**config.mk**
```make
export PLATFORM = sky130hd
export DESIGN_NAME = pdpc_top
export DESIGN_NICKNAME = d
export VERILOG_FILES = /design/src/verilog/pdpc_pkg.sv /design/src/verilog/pdpc_sync.sv /design/src/verilog/pdpc_top.sv
export SDC_FILE = /design/constraint.sdc
export NUM_CORES = 1
export LEC_CHECK = 0
export BUFFER_PORTS_ARGS = -buffer_cell sky130_fd_sc_hd__clkbuf_2
export CAP_MARGIN = 5
export CORE_MARGIN = 2
export CORE_UTILIZATION = 43
export CTS_CLUSTER_SIZE = 28
export DETAILED_ROUTE_END_ITERATION = 7
export PLACE_DENSITY = 0.66
export SKIP_CTS_REPAIR_TIMING = 1
export SYNTH_ARGS = -nofsm -noshare
export SYNTH_HDL_FRONTEND = slang
export SYNTH_SLANG_ARGS = --single-unit
export TNS_END_PERCENT = 50
```
**constraint.sdc**
```tcl
create_clock -name clk_sys_in -period 1.1 [get_ports clk_sys_in]
set_clock_uncertainty 0.1 [all_clocks]
set_input_delay 0.055 -clock clk_sys_in [delete_from_list [all_inputs] [get_ports clk_sys_in]]
set_output_delay 0.055 -clock clk_sys_in [all_outputs]
set_load 0.02 [all_outputs]
```
**src/verilog/pdpc_pkg.sv**
```systemverilog
// Functional notes
// - Locked: osc output high, ref output low
// - Polarity high: monitor shows divided reference
// - Polarity low: monitor shows divided oscillator
// - Monitor output serves divider test mode
// - Equal signals float main pump output
// - Strobe high: bypass pump follows main
// - Strobe low: bypass floats, main active
// - Lock indicator pulses low on mismatch
// - Lock indicator is NOR of up/down
// - Polarity inverts comparators and main pump
// - Reference lagging, polarity high: ref output pulses high
`default_nettype none
package pdpc_pkg;
    // -----------------------------------------------------------------
    // Reset values
    // -----------------------------------------------------------------
    localparam logic RST_UP      = 1'h0;
    localparam logic RST_DOWN    = 1'h0;
    localparam logic RST_LOCK    = 1'h1;
    localparam logic RST_SYNC    = 1'h0;
    // Locked-state comparator levels double as their reset values
    localparam logic RST_REF_CMP = 1'h0;
    localparam logic RST_VCO_CMP = 1'h1;
    // Pumps start floating, so the loop filter keeps its charge
    localparam logic RST_PUMP    = 1'h0;
    localparam logic RST_PUMP_OE = 1'h0;
    localparam logic RST_MON     = 1'h0;

    // Pump drive state: off means high impedance
    typedef enum logic [1:0] {
        PDPC_PUMP_OFF,
        PDPC_PUMP_SRC,
        PDPC_PUMP_SNK
    } pdpc_pump_t;
endpackage
`default_nettype wire

```
**src/verilog/pdpc_sync.sv**
```systemverilog
`timescale 1ns/1ps
`default_nettype none
// ---------------------------------------------------------------------
// Two-stage synchroniser for pin inputs
// ---------------------------------------------------------------------
module pdpc_sync
    import pdpc_pkg::*;
#(
    parameter int W = 4
) (
    // Clock and reset
    input  wire logic         clk_sys_in,
    input  wire logic         rst_b_in,
    // Data
    input  wire logic [W-1:0] async_in,
    output logic      [W-1:0] sync_out
);
    logic [W-1:0] meta_q;
    logic [W-1:0] meta_d;
    logic [W-1:0] sync_q;
    logic [W-1:0] sync_d;

    // First stage feeds only the second
    always_comb begin
        meta_d = async_in;
        sync_d = meta_q;
    end

    always_ff @(posedge clk_sys_in or negedge rst_b_in) begin
        if (!rst_b_in) begin
            meta_q <= {W{RST_SYNC}};
            sync_q <= {W{RST_SYNC}};
        end else begin
            meta_q <= meta_d;
            sync_q <= sync_d;
        end
    end

    assign sync_out = sync_q;
endmodule // pdpc_sync
`default_nettype wire

```
**src/verilog/pdpc_top.sv**
```systemverilog
`timescale 1ns/1ps
`default_nettype none
// ---------------------------------------------------------------------
// Phase/frequency detector output stage
// ---------------------------------------------------------------------
module pdpc_top
    import pdpc_pkg::*;
(
    // Clock and reset
    input  wire logic clk_sys_in,
    input  wire logic rst_b_in,
    // Divided signals and controls (pins)
    input  wire logic ref_divided_in,
    input  wire logic vco_divided_in,
    input  wire logic phase_polarity_select_in,
    input  wire logic load_strobe_in,
    // Comparator outputs
    output logic      ref_cmp_out,
    output logic      vco_cmp_out,
    // Main charge pump (three-state)
    output logic      main_pump_out,
    output logic      main_pump_oe_out,
    // Bypass charge pump (three-state)
    output logic      bypass_pump_out,
    output logic      bypass_pump_oe_out,
    // Monitor and lock
    output logic      monitor_out,
    output logic      lock_indicator_out
);
    // -----------------------------------------------------------------
    // Helper functions
    // -----------------------------------------------------------------
    // Rising edge of a synchronised level against its one-clock copy;
    // shared by both divided signals so they see identical latency
    function automatic logic rise_of(
        input logic now_v,
        input logic prev_v
    );
        return now_v & ~prev_v;
    endfunction

    // -----------------------------------------------------------------
    // Input synchronisation
    // -----------------------------------------------------------------
    logic [3:0] pins_s;
    logic       ref_s;
    logic       vco_s;
    logic       pol_s;
    logic       strobe_s;

    // Pins take two flops, the detector one and the outputs one more:
    // a divided-pin edge reaches the pump, comparator and lock outputs four clocks later, the monitor three. Each level of a
    // divided signal must last at least one clock to be seen at all.
    pdpc_sync #(.W(4)) u_sync (
        .clk_sys_in (clk_sys_in),
        .rst_b_in   (rst_b_in),
        .async_in   ({ref_divided_in, vco_divided_in,
                      phase_polarity_select_in, load_strobe_in}),
        .sync_out   (pins_s)
    );

    // Unpack synchronised pins
    assign ref_s    = pins_s[3];
    assign vco_s    = pins_s[2];
    assign pol_s    = pins_s[1];
    assign strobe_s = pins_s[0];

    // -----------------------------------------------------------------
    // Edge detection and up/down flip-flops
    // -----------------------------------------------------------------
    logic ref_dly_q;
    logic ref_dly_d;
    logic vco_dly_q;
    logic vco_dly_d;
    logic up_q;
    logic up_d;
    logic down_q;
    logic down_d;
    logic ref_rise;
    logic vco_rise;

    // Classic two-flop detector; both set means clear at once.
    // Edges closer than one clock merge, and edges in the same
    // synchronised cycle cancel, so the in-phase spike of a locked
    // loop does not appear: the pump simply stays floating.
    always_comb begin
        ref_dly_d = ref_s;
        vco_dly_d = vco_s;
        ref_rise  = rise_of(ref_s, ref_dly_q);
        vco_rise  = rise_of(vco_s, vco_dly_q);
        up_d      = up_q | ref_rise;
        down_d    = down_q | vco_rise;
        if (up_d && down_d) begin
            up_d   = 1'b0;
            down_d = 1'b0;
        end
    end

    // Delayed copies reset to the synchroniser's level, so a pin that
    // is low at release gives no false edge
    always_ff @(posedge clk_sys_in or negedge rst_b_in) begin
        if (!rst_b_in) begin
            ref_dly_q <= RST_SYNC;
            vco_dly_q <= RST_SYNC;
            up_q      <= RST_UP;
            down_q    <= RST_DOWN;
        end else begin
            ref_dly_q <= ref_dly_d;
            vco_dly_q <= vco_dly_d;
            up_q      <= up_d;
            down_q    <= down_d;
        end
    end

    // -----------------------------------------------------------------
    // Comparator outputs
    // -----------------------------------------------------------------
    logic ref_cmp_q;
    logic ref_cmp_d;
    logic vco_cmp_q;
    logic vco_cmp_d;

    // Polarity high: ref output marks down request (VCO too fast),
    // osc output is low while an up request is pending
    always_comb begin
        if (pol_s) begin
            ref_cmp_d = down_q;
            vco_cmp_d = ~up_q;
        end else begin
            ref_cmp_d = up_q;
            vco_cmp_d = ~down_q;
        end
    end

    // Reset levels equal the locked levels, so no false lead shows
    always_ff @(posedge clk_sys_in or negedge rst_b_in) begin
        if (!rst_b_in) begin
            ref_cmp_q <= RST_REF_CMP;
            vco_cmp_q <= RST_VCO_CMP;
        end else begin
            ref_cmp_q <= ref_cmp_d;
            vco_cmp_q <= vco_cmp_d;
        end
    end

    // -----------------------------------------------------------------
    // Main and bypass charge pumps
    // -----------------------------------------------------------------
    logic       main_q;
    logic       main_d;
    logic       main_oe_q;
    logic       main_oe_d;
    logic       byp_q;
    logic       byp_d;
    logic       byp_oe_q;
    logic       byp_oe_d;
    pdpc_pump_t pump;

    // Pump source raises the VCO when polarity high; the bypass pump
    // copies the main one and only its enable sees the strobe
    always_comb begin
        if (up_q == down_q) begin
            pump = PDPC_PUMP_OFF;
        end else if (up_q ^ ~pol_s) begin
            pump = PDPC_PUMP_SRC;
        end else begin
            pump = PDPC_PUMP_SNK;
        end
        main_d    = (pump == PDPC_PUMP_SRC);
        main_oe_d = (pump != PDPC_PUMP_OFF);
        byp_d     = main_d;
        byp_oe_d  = main_oe_d & strobe_s;
    end

    // Enables reset low: a floating pump leaves the filter untouched,
    // so a reset in mid-lock costs no frequency step
    always_ff @(posedge clk_sys_in or negedge rst_b_in) begin
        if (!rst_b_in) begin
            main_q    <= RST_PUMP;
            main_oe_q <= RST_PUMP_OE;
            byp_q     <= RST_PUMP;
            byp_oe_q  <= RST_PUMP_OE;
        end else begin
            main_q    <= main_d;
            main_oe_q <= main_oe_d;
            byp_q     <= byp_d;
            byp_oe_q  <= byp_oe_d;
        end
    end

    // -----------------------------------------------------------------
    // Monitor and lock indicator
    // -----------------------------------------------------------------
    logic mon_q;
    logic mon_d;
    logic lock_q;
    logic lock_d;

    // Monitor gives a sampled test view of the divider chain. Lock
    // pulses low while either request stands; a steady flag needs an
    // outside filter, as the pulses are as short as the phase error
    always_comb begin
        mon_d  = pol_s ? ref_s : vco_s;
        lock_d = ~(up_q | down_q);
    end

    // Lock resets high: nothing is pending after reset
    always_ff @(posedge clk_sys_in or negedge rst_b_in) begin
        if (!rst_b_in) begin
            mon_q  <= RST_MON;
            lock_q <= RST_LOCK;
        end else begin
            mon_q  <= mon_d;
            lock_q <= lock_d;
        end
    end

    // -----------------------------------------------------------------
    // Output ports
    // -----------------------------------------------------------------
    // Ports come straight from the output flops, free of glitches
    assign ref_cmp_out        = ref_cmp_q;
    assign vco_cmp_out        = vco_cmp_q;
    assign main_pump_out      = main_q;
    assign main_pump_oe_out   = main_oe_q;
    assign bypass_pump_out    = byp_q;
    assign bypass_pump_oe_out = byp_oe_q;
    assign monitor_out        = mon_q;
    assign lock_indicator_out = lock_q;
endmodule // pdpc_top
`default_nettype wire

```
==> Yosys cells after proc, flatten, opt, wreduce, memory -nomap -nowiden <==
Cells that the tools add are included.
{ "totals": {"reg_bits": 19, "input_bits": 6, "wordCells": 37, "out_inout_bits": 8} }
{ "classes": {"muxes": 7, "bitwise_logic": 13, "n_reduce_logical": 2, "eq_ne": 2} }
{ "ops": {"columns": ["cell", "n"], "rows": [
  ["1-bit inverter", 6],
  ["1-bit two-way mux", 5],
  ["2-bit two-way mux", 2],
  ["1-bit AND", 3],
  ["1-bit OR", 3],
  ["2-bit by 1-bit equality test with 1-bit output, second input constant", 1],
  ["2-bit nonzero test", 1],
  ["1-bit equality test", 1],
  ["1-bit logical AND", 1],
  ["1-bit XOR", 1]
]} }

==> Depth between registers and ports, before layout <==
Gate-level depths: netlist of run 1.
{ "depth": {"depth_word": 6, "depth_mapped": 3, "depth_no_buf": 3} }

==> Modules after synthesis <==
From an unflattened synthesis of run 1, not the netlist that was laid out.
{ "unflattened": {"hier_cells": 34, "area_unflattened_um2": 586.8} }
{ "by_module_without_submodules": {"columns": ["mod", "cells_each", "seq_area_each_um2", "area_each_um2", "instances"], "rows": [
  ["pdpc_top", 26, 277.8, 386.6, 1],
  ["pdpc_sync", 8, 200.2, 200.2, 1]
]} }

==> Worst setup path after synthesis of run 1 <==
Ideal clock, no wire load.
{ "synth_timing": {"kind": "reg-to-reg", "from": "register up_q", "to": "register byp_q, in the netlist bypass_pump_out", "path_stages_with_launch": 4, "path_buffers": 0, "t_arrival_ps": 872, "synth_period_minus_slack_ps": 1091, "t_required_ps": 881, "path_slack_ps": 9, "setup_ps": 119, "path_cell_list": "dfrtp_1 -> inv_1 -> ha_1 -> and2_1"} }
{ "synth_via": {"elab_chain_len": 4, "word_cells_on_any_way": 5, "classes_between": "eq/ne: 2; mux: 2; bitwise: 1"} }
{ "synth_lines": {"columns": ["item", "line_no", "rtl"], "rows": [
  ["start: declaration", "pdpc_top.sv:75", "logic up_q;"],
  ["start signal: assignment", "pdpc_top.sv:110", "up_q <= up_d;"],
  ["1-bit XOR", "pdpc_top.sv:164", "end else if (up_q ^ ~pol_s) begin"],
  ["2-bit two-way mux", "pdpc_top.sv:164", null],
  ["2-bit two-way mux (*)", "pdpc_top.sv:162", "if (up_q == down_q) begin"],
  ["2-bit by 1-bit equality test with 1-bit output (*)", "pdpc_top.sv:169", "main_d = (pump == PDPC_PUMP_SRC);"],
  ["net byp_d", "pdpc_top.sv:154", "logic byp_d;"],
  ["end signal: assignment", "pdpc_top.sv:186", "byp_q <= byp_d;"],
  ["end: declaration", "pdpc_top.sv:153", "logic byp_q;"]
]} }
The timed path passes the listed nets; every way through them passes the cells marked *.

==> Final worst setup path of run 1 <==
{ "layout_timing": {"from": "register lock_q, in the netlist lock_indicator_out", "to": "output lock_indicator_out"} }
{ "layout_lines": {"columns": ["item", "line_no", "rtl"], "rows": [
  ["start: declaration", "pdpc_top.sv:196", "logic lock_q;"],
  ["start signal: assignment", "pdpc_top.sv:214", "lock_q <= lock_d;"],
  ["end: declaration", "pdpc_top.sv:28", "output logic lock_indicator_out"]
]} }
No word-level cell between the ends.

==> run metrics, run 1 <==
clock sinks=19; Slew Viols, Final=0; XOR/XNOR Fraction of Synth Area=1.49%; sequential fraction of the synthesis area=81.4%; router iterations before antenna repair=4; Worst Path Buf+Inv=1; Crit path depth=1; IO Pins=14; Critical Setup Path Class=reg -> out; Post-synth EDFFs=0; Setup crit end kind=primary output; vias in the first global route=278; Mapped Cells=34; Routed WL=869 um; routability cong.=0.691; worst-margin pin slew=0.443 ns; Worst Setup EP=lock_indicator_out; synthesized area per cell=17.3 sq um; leak pwr=0.384 nW; startpoint types=flop; largest cells by area after synthesis=dfrtp_1 (72%), dfstp_2 (9.0%), and2_1 (2.1%); critical path's largest stage delay=0.54 ns; area of the core=1280 sq um; DIE WIDTH=40.9 um; die area=1680 sq um; syn nets=41; final setup violation count=0; initial core utilization=45.7%; PD cells=1830 nW/um^2; Cell Rows=13; final core area utilization=60.8%; status=finished, final reports clean; vias=329; synthesis-to-layout area growth=33.0%; pin count of the biggest net entering global routing=20; largest family of logic cells by synthesized area=simple AND/OR/NAND/NOR gates; FF-to-FF End=bypass_pump_out; Yosys top cell by area=dfrtp_1; Hold Path Class=in -> async; CTS clock-pin slew for the worst setup and hold paths=0.10 ns; R2R depth=3; slowest cell on the critical path=dfstp_2; clock root cell=clkbuf_4; mux cell area share after synthesis=3.62%; IO buf count=13; drt initial violations=3; H-tree depth=1; Mapped Area=587 sq um; family with the most delay on the worst path=flip-flops; Worst Path Arrival=0.93 ns; CTS buffer count=3; antenna cells=0; final net count=65; Slew HR=70.5%; gr ovfl total=0; prevailing post-synth register cell=dfrtp_1; reg2reg setup slack=0.01 ns; hold violation count in the final report=0; Synth Area in Adders=2.13%; post-place setup slack=0.0133 ns; clk_lat worst skew=0.28 ns; drt drc=0; Via-to-Cell Ratio=4.57; top cell type's share of synthesized area=72.5%; final worst setup slack=0.0150 ns; Ys Warns=0; asr flop ratio synth=100%; post-route clock period utilization=98.6%; first-pass GRT wire length=1190 um; Max clock buf depth=2; GRT Overall Usage=12.2%; crit path cell chain=buf_6; count leader, synth=dfrtp_1; most frequent cells after synthesis=dfrtp_1 (17), and2_1 (2), dfstp_2 (2), inv_1 (2); minimum clock period=1.09 ns; achievable frequency=922 MHz; max-cap violations=0; Compound-Gate Fraction of Synth Area=3.84%; initial antenna violation count=0; Setup TNS=0 ns; die height=40.9 um; RSZ-0062 raised after global routing=yes; post-route ant nets=0; CTS tree=done; layout cells sized above 1=40.4%; WL per Instance=12.1 um; hold slack=0.132 ns; Simple-Gate Fraction of Synth Area=4.90%; worst vdd ir=0.829 mV; Critical Path RT=0.94 ns; Worst R2R Start=down_q; number of synthesized register bits=19; crit path max fanout=1; CP startpoint=lock_indicator_out; Yosys cell types=15
## metrics by stage
step / total power, mW / cells / instance area [sq um]
global route: 1.51 / 72 / 781
finish: 1.43 / 72 / 781
detailed placement: 1.06 / 62 / 671
CTS: 1.39 / 66 / 698
floorplan: 0.969 / 34 / 587
global placement: 1.05 / 62 / 671
## worst reg2reg max path, delay by kind of cell, from the launching register on
kind          cells  cell delay (ns)
flops             1             0.40
fa+ha+maj         1             0.22
simple gates      1             0.13
buf+inv           1             0.13
## registers in the layout, summed over array words and instances (netlist names)
| name | cells |
|---|---|
| main_pump_oe_out | 1 |
| up_q | 1 |
| vco_dly_q | 1 |
| ref_dly_q | 1 |
| u_sync.sync_out | 4 |
| monitor_out | 1 |
| ref_cmp_out | 1 |
| bypass_pump_out | 1 |
| bypass_pump_oe_out | 1 |
| vco_cmp_out | 1 |
| down_q | 1 |
| lock_indicator_out | 1 |
| u_sync.meta_q | 4 |
## how the worst min path moves through the flow
stage               slack, ns  depth (start not counted)     start            endpoint
floorplan               -0.34                          0  rst_b_in  bypass_pump_oe_out
global placement         -0.1                          1  rst_b_in         ref_cmp_out
detailed placement      -0.08                          1  rst_b_in  bypass_pump_oe_out
CTS                     -0.40                          1  rst_b_in     bypass_pump_out
global route             0.18                          2  rst_b_in     bypass_pump_out
finish                   0.13                          2  rst_b_in     bypass_pump_out
## logic make-up (layout without fill, tap and decap cells)
| logic type | count (synthesis) | in the layout |
|---|---|---|
| DFF | 19 | 19 |
| adders and majority gates | 1 | 1 |
| buffers and inverters | 3 | 26 |
| xor gates and xnor gates | 1 | 1 |
| and+or+nand+nor | 5 | 5 |
| muxes | 2 | 2 |
| AOI/OAI and AO/OA | 3 | 3 |
## final cells by class
type	instances	area [sq um]
Clock buffer	3	22.5
Tap cell	15	18.8
Multi-Input combinational cell	12	106
Fill cell	102	504
Timing Repair Buffer	20	143
Inverter	2	7.51
Clock inverter	1	5.00
Sequential cell	19	478
## metal layers
metal | global-route usage, % | part of all wire [%] | vias to the layer above
met5 | 0 | 0 | -
met4 | 5.00 | 0 | 0
met3 | 4.89 | 5.8 | 0
met2 | 22.3 | 57 | 16
met1 | 11.9 | 38 | 160
li1 | - | - | 153
## layout by cell type (no fill, tap or decap)
cell type      count
nand2b_1           1
dfrtp_1           17
mux2_2             1
dlygate4sd3_1      5
mux2i_1            1
inv_1              2
buf_6              2
dfstp_2            2
clkbuf_2          11
nor2b_1            1
o21ai_0            1
buf_4              2
nand2_1            1
xnor2_1            1
a211oi_1           1
and2_1             2
clkinv_2           1
ha_4               1
clkbuf_4           3
o211a_1            1
## where the power goes
part	internal [mW]	switching, mW	total (mW)
clock	0.135	0.192	0.327
sequential	0.785	0.0339	0.819
combinational	0.127	0.153	0.281
(Power assumes the default switching activity.)
==> run 2: changes to the inputs <==
Settings changed: CTS_BUF_LIST set to sky130_fd_sc_hd__clkbuf_8 sky130_fd_sc_hd__clkbuf_16.
==> run 2 against run 1 <==
- non-clock buffer count unchanged
- global-route usage unchanged
- design area up 0.80%
- critical path depth up 2
- clock power up 39%
- combinational power down 6%
- critical path type is now reg -> reg
- worst setup slack better by 0.011 ns
- core utilization up 0.49 points
- highest routed layer unchanged
- hold slack better by 0.044 ns
- count of clock-buffer cells in the layout unchanged
==> run metrics, run 2 (same netlist as run 1, synthesis figures left out) <==
status=finished, final reports clean; multi-input gate area in the final layout=106 sq um (unchanged); PD cells=1950 nW/um^2 (+6.8%); routability cong.=0.691 (unchanged); Routed WL=884 um (+1.7%); worst vdd ir=0.986 mV (+19%); commonest non-fill, non-tap cells in the layout=dfrtp_1 (17), clkbuf_2 (11), dlygate4sd3_1 (5); initial core utilization=45.7% (unchanged); Worst Path Arrival=1.12 ns (+0.19 ns); final net count=65 (unchanged); IO buf count=13 (unchanged); startpoint types=flop; post-placement cell count=62 (unchanged); synthesis-to-layout area growth=34.1%; router iterations before antenna repair=4 (unchanged); CTS clock-pin slew for the worst setup and hold paths=0.07 ns (-0.03 ns); vias=328 (-0.30%); first-pass GRT wire length=1190 um (unchanged); clock root cell=clkbuf_8; layout cells sized above 1=40.4% (unchanged); CTS buffer count=3 (unchanged); die area=1680 sq um (unchanged); Setup crit end kind=flop; DIE WIDTH=40.9 um (unchanged); Via-to-Cell Ratio=4.56 (-0.30%); area of the core=1280 sq um (unchanged); Sequential Area=478 sq um (unchanged); minimum clock period=1.07 ns (-0.0107 ns); antenna cells=0 (unchanged); fillers=100 (-2.0%); IO Pins=14 (unchanged); Hold Path Class=in -> async; final setup violation count=0 (unchanged); leak pwr=0.386 nW (+0.66%); reg2reg setup slack=0.03 ns (about the same); Critical Path RT=1.14 ns (+0.20 ns); worst-margin pin slew=0.448 ns (+0.00502 ns); Worst R2R Start=down_q; max-cap violations=0 (unchanged); Max clock buf depth=2 (unchanged); Setup TNS=0 ns (unchanged); clk_lat worst skew=0.25 ns (-0.03 ns); crit path max fanout=3 (+2); die height=40.9 um (unchanged); hold violation count in the final report=0 (unchanged); clock sinks=19 (unchanged); FF-to-FF End=bypass_pump_out; post-route ant nets=0 (unchanged); achievable frequency=931 MHz (+1.0%); RSZ-0062 raised after global routing=yes; initial antenna violation count=0 (unchanged); commonest non-fill, non-tap cell in the layout=dfrtp_1; final core area utilization=61.2% (+0.49 points); gr ovfl total=0 (unchanged); R2R depth=3 (unchanged); GRT Overall Usage=12.2% (unchanged); pin count of the biggest net entering global routing=20 (unchanged); Critical Setup Path Class=reg -> reg; Slew Viols, Final=0 (unchanged); drt initial violations=2 (-1); power consumption=1.54 mW (+7.6%); post-route clock period utilization=97.7% (-0.98 points); vias in the first global route=285 (+2.5%); CTS tree=done; Slew HR=70.1% (-0.33 points); WL per Instance=12.3 um (+1.7%); H-tree depth=1 (unchanged); Cell Rows=13 (unchanged); final std cells w/o fill=72 (unchanged); drt drc=0 (unchanged)
==> run 2: cell counts in the layout (fill, tap and decap cells not counted) <==
No cell type changed its count.
==> run 2: critical path, stage by stage (launching register included) <==
cell and delay [ns]:
dfrtp_1 0.39, inv_1 0.13, ha_4 0.22, and2_1 0.13
==> run 2: worst max path at each step <==
stage	startpoint	to
after detailed placement	down_q	bypass_pump_out
after global placement	down_q	bypass_pump_out
after CTS	down_q	bypass_pump_out
after floorplan	up_q	bypass_pump_out
after global routing	up_q	bypass_pump_oe_out
final	down_q	bypass_pump_out
==> run 2: report_power, final <==
| group | leakage [nW] | total [mW] | switching, mW | internal [mW] |
|---|---|---|---|---|
| clock network | 0.0255 | 0.456 | 0.205 | 0.251 |
| logic | 0.134 | 0.264 | 0.154 | 0.110 |
| registers | 0.227 | 0.816 | 0.0303 | 0.786 |
| total | 0.386 | 1.54 | 0.389 | 1.15 |
==> run 2: metal layers <==
layer / track usage (%) / part of all wire (%)
met5: 0 / 0
met4: 5.00 / 0
met3: 4.89 / 7.0
met2: 22.3 / 55
met1: 11.9 / 38
==> run 2: final cells by class <==
class                   instances  area share, %
multi-input cells              12           13.5
clock buffers                   3           5.25
well taps                      15           2.38
inverters                       2          0.954
repair buffers                 20           16.5
flip-flops and latches         19           60.7
clock inverters                 1          0.636
==> run 2: per-stage QoR <==
step,hold slack (ns),cell area (sq um),worst slack (ns)
after CTS,-0.352,717,0.00323
after detailed placement,-0.0783,671,0.0133
final,0.176,787,0.0257
after floorplan,-0.341,587,0.00864
after global placement,-0.0958,671,0.0542
after global routing,0.231,787,-0.0104
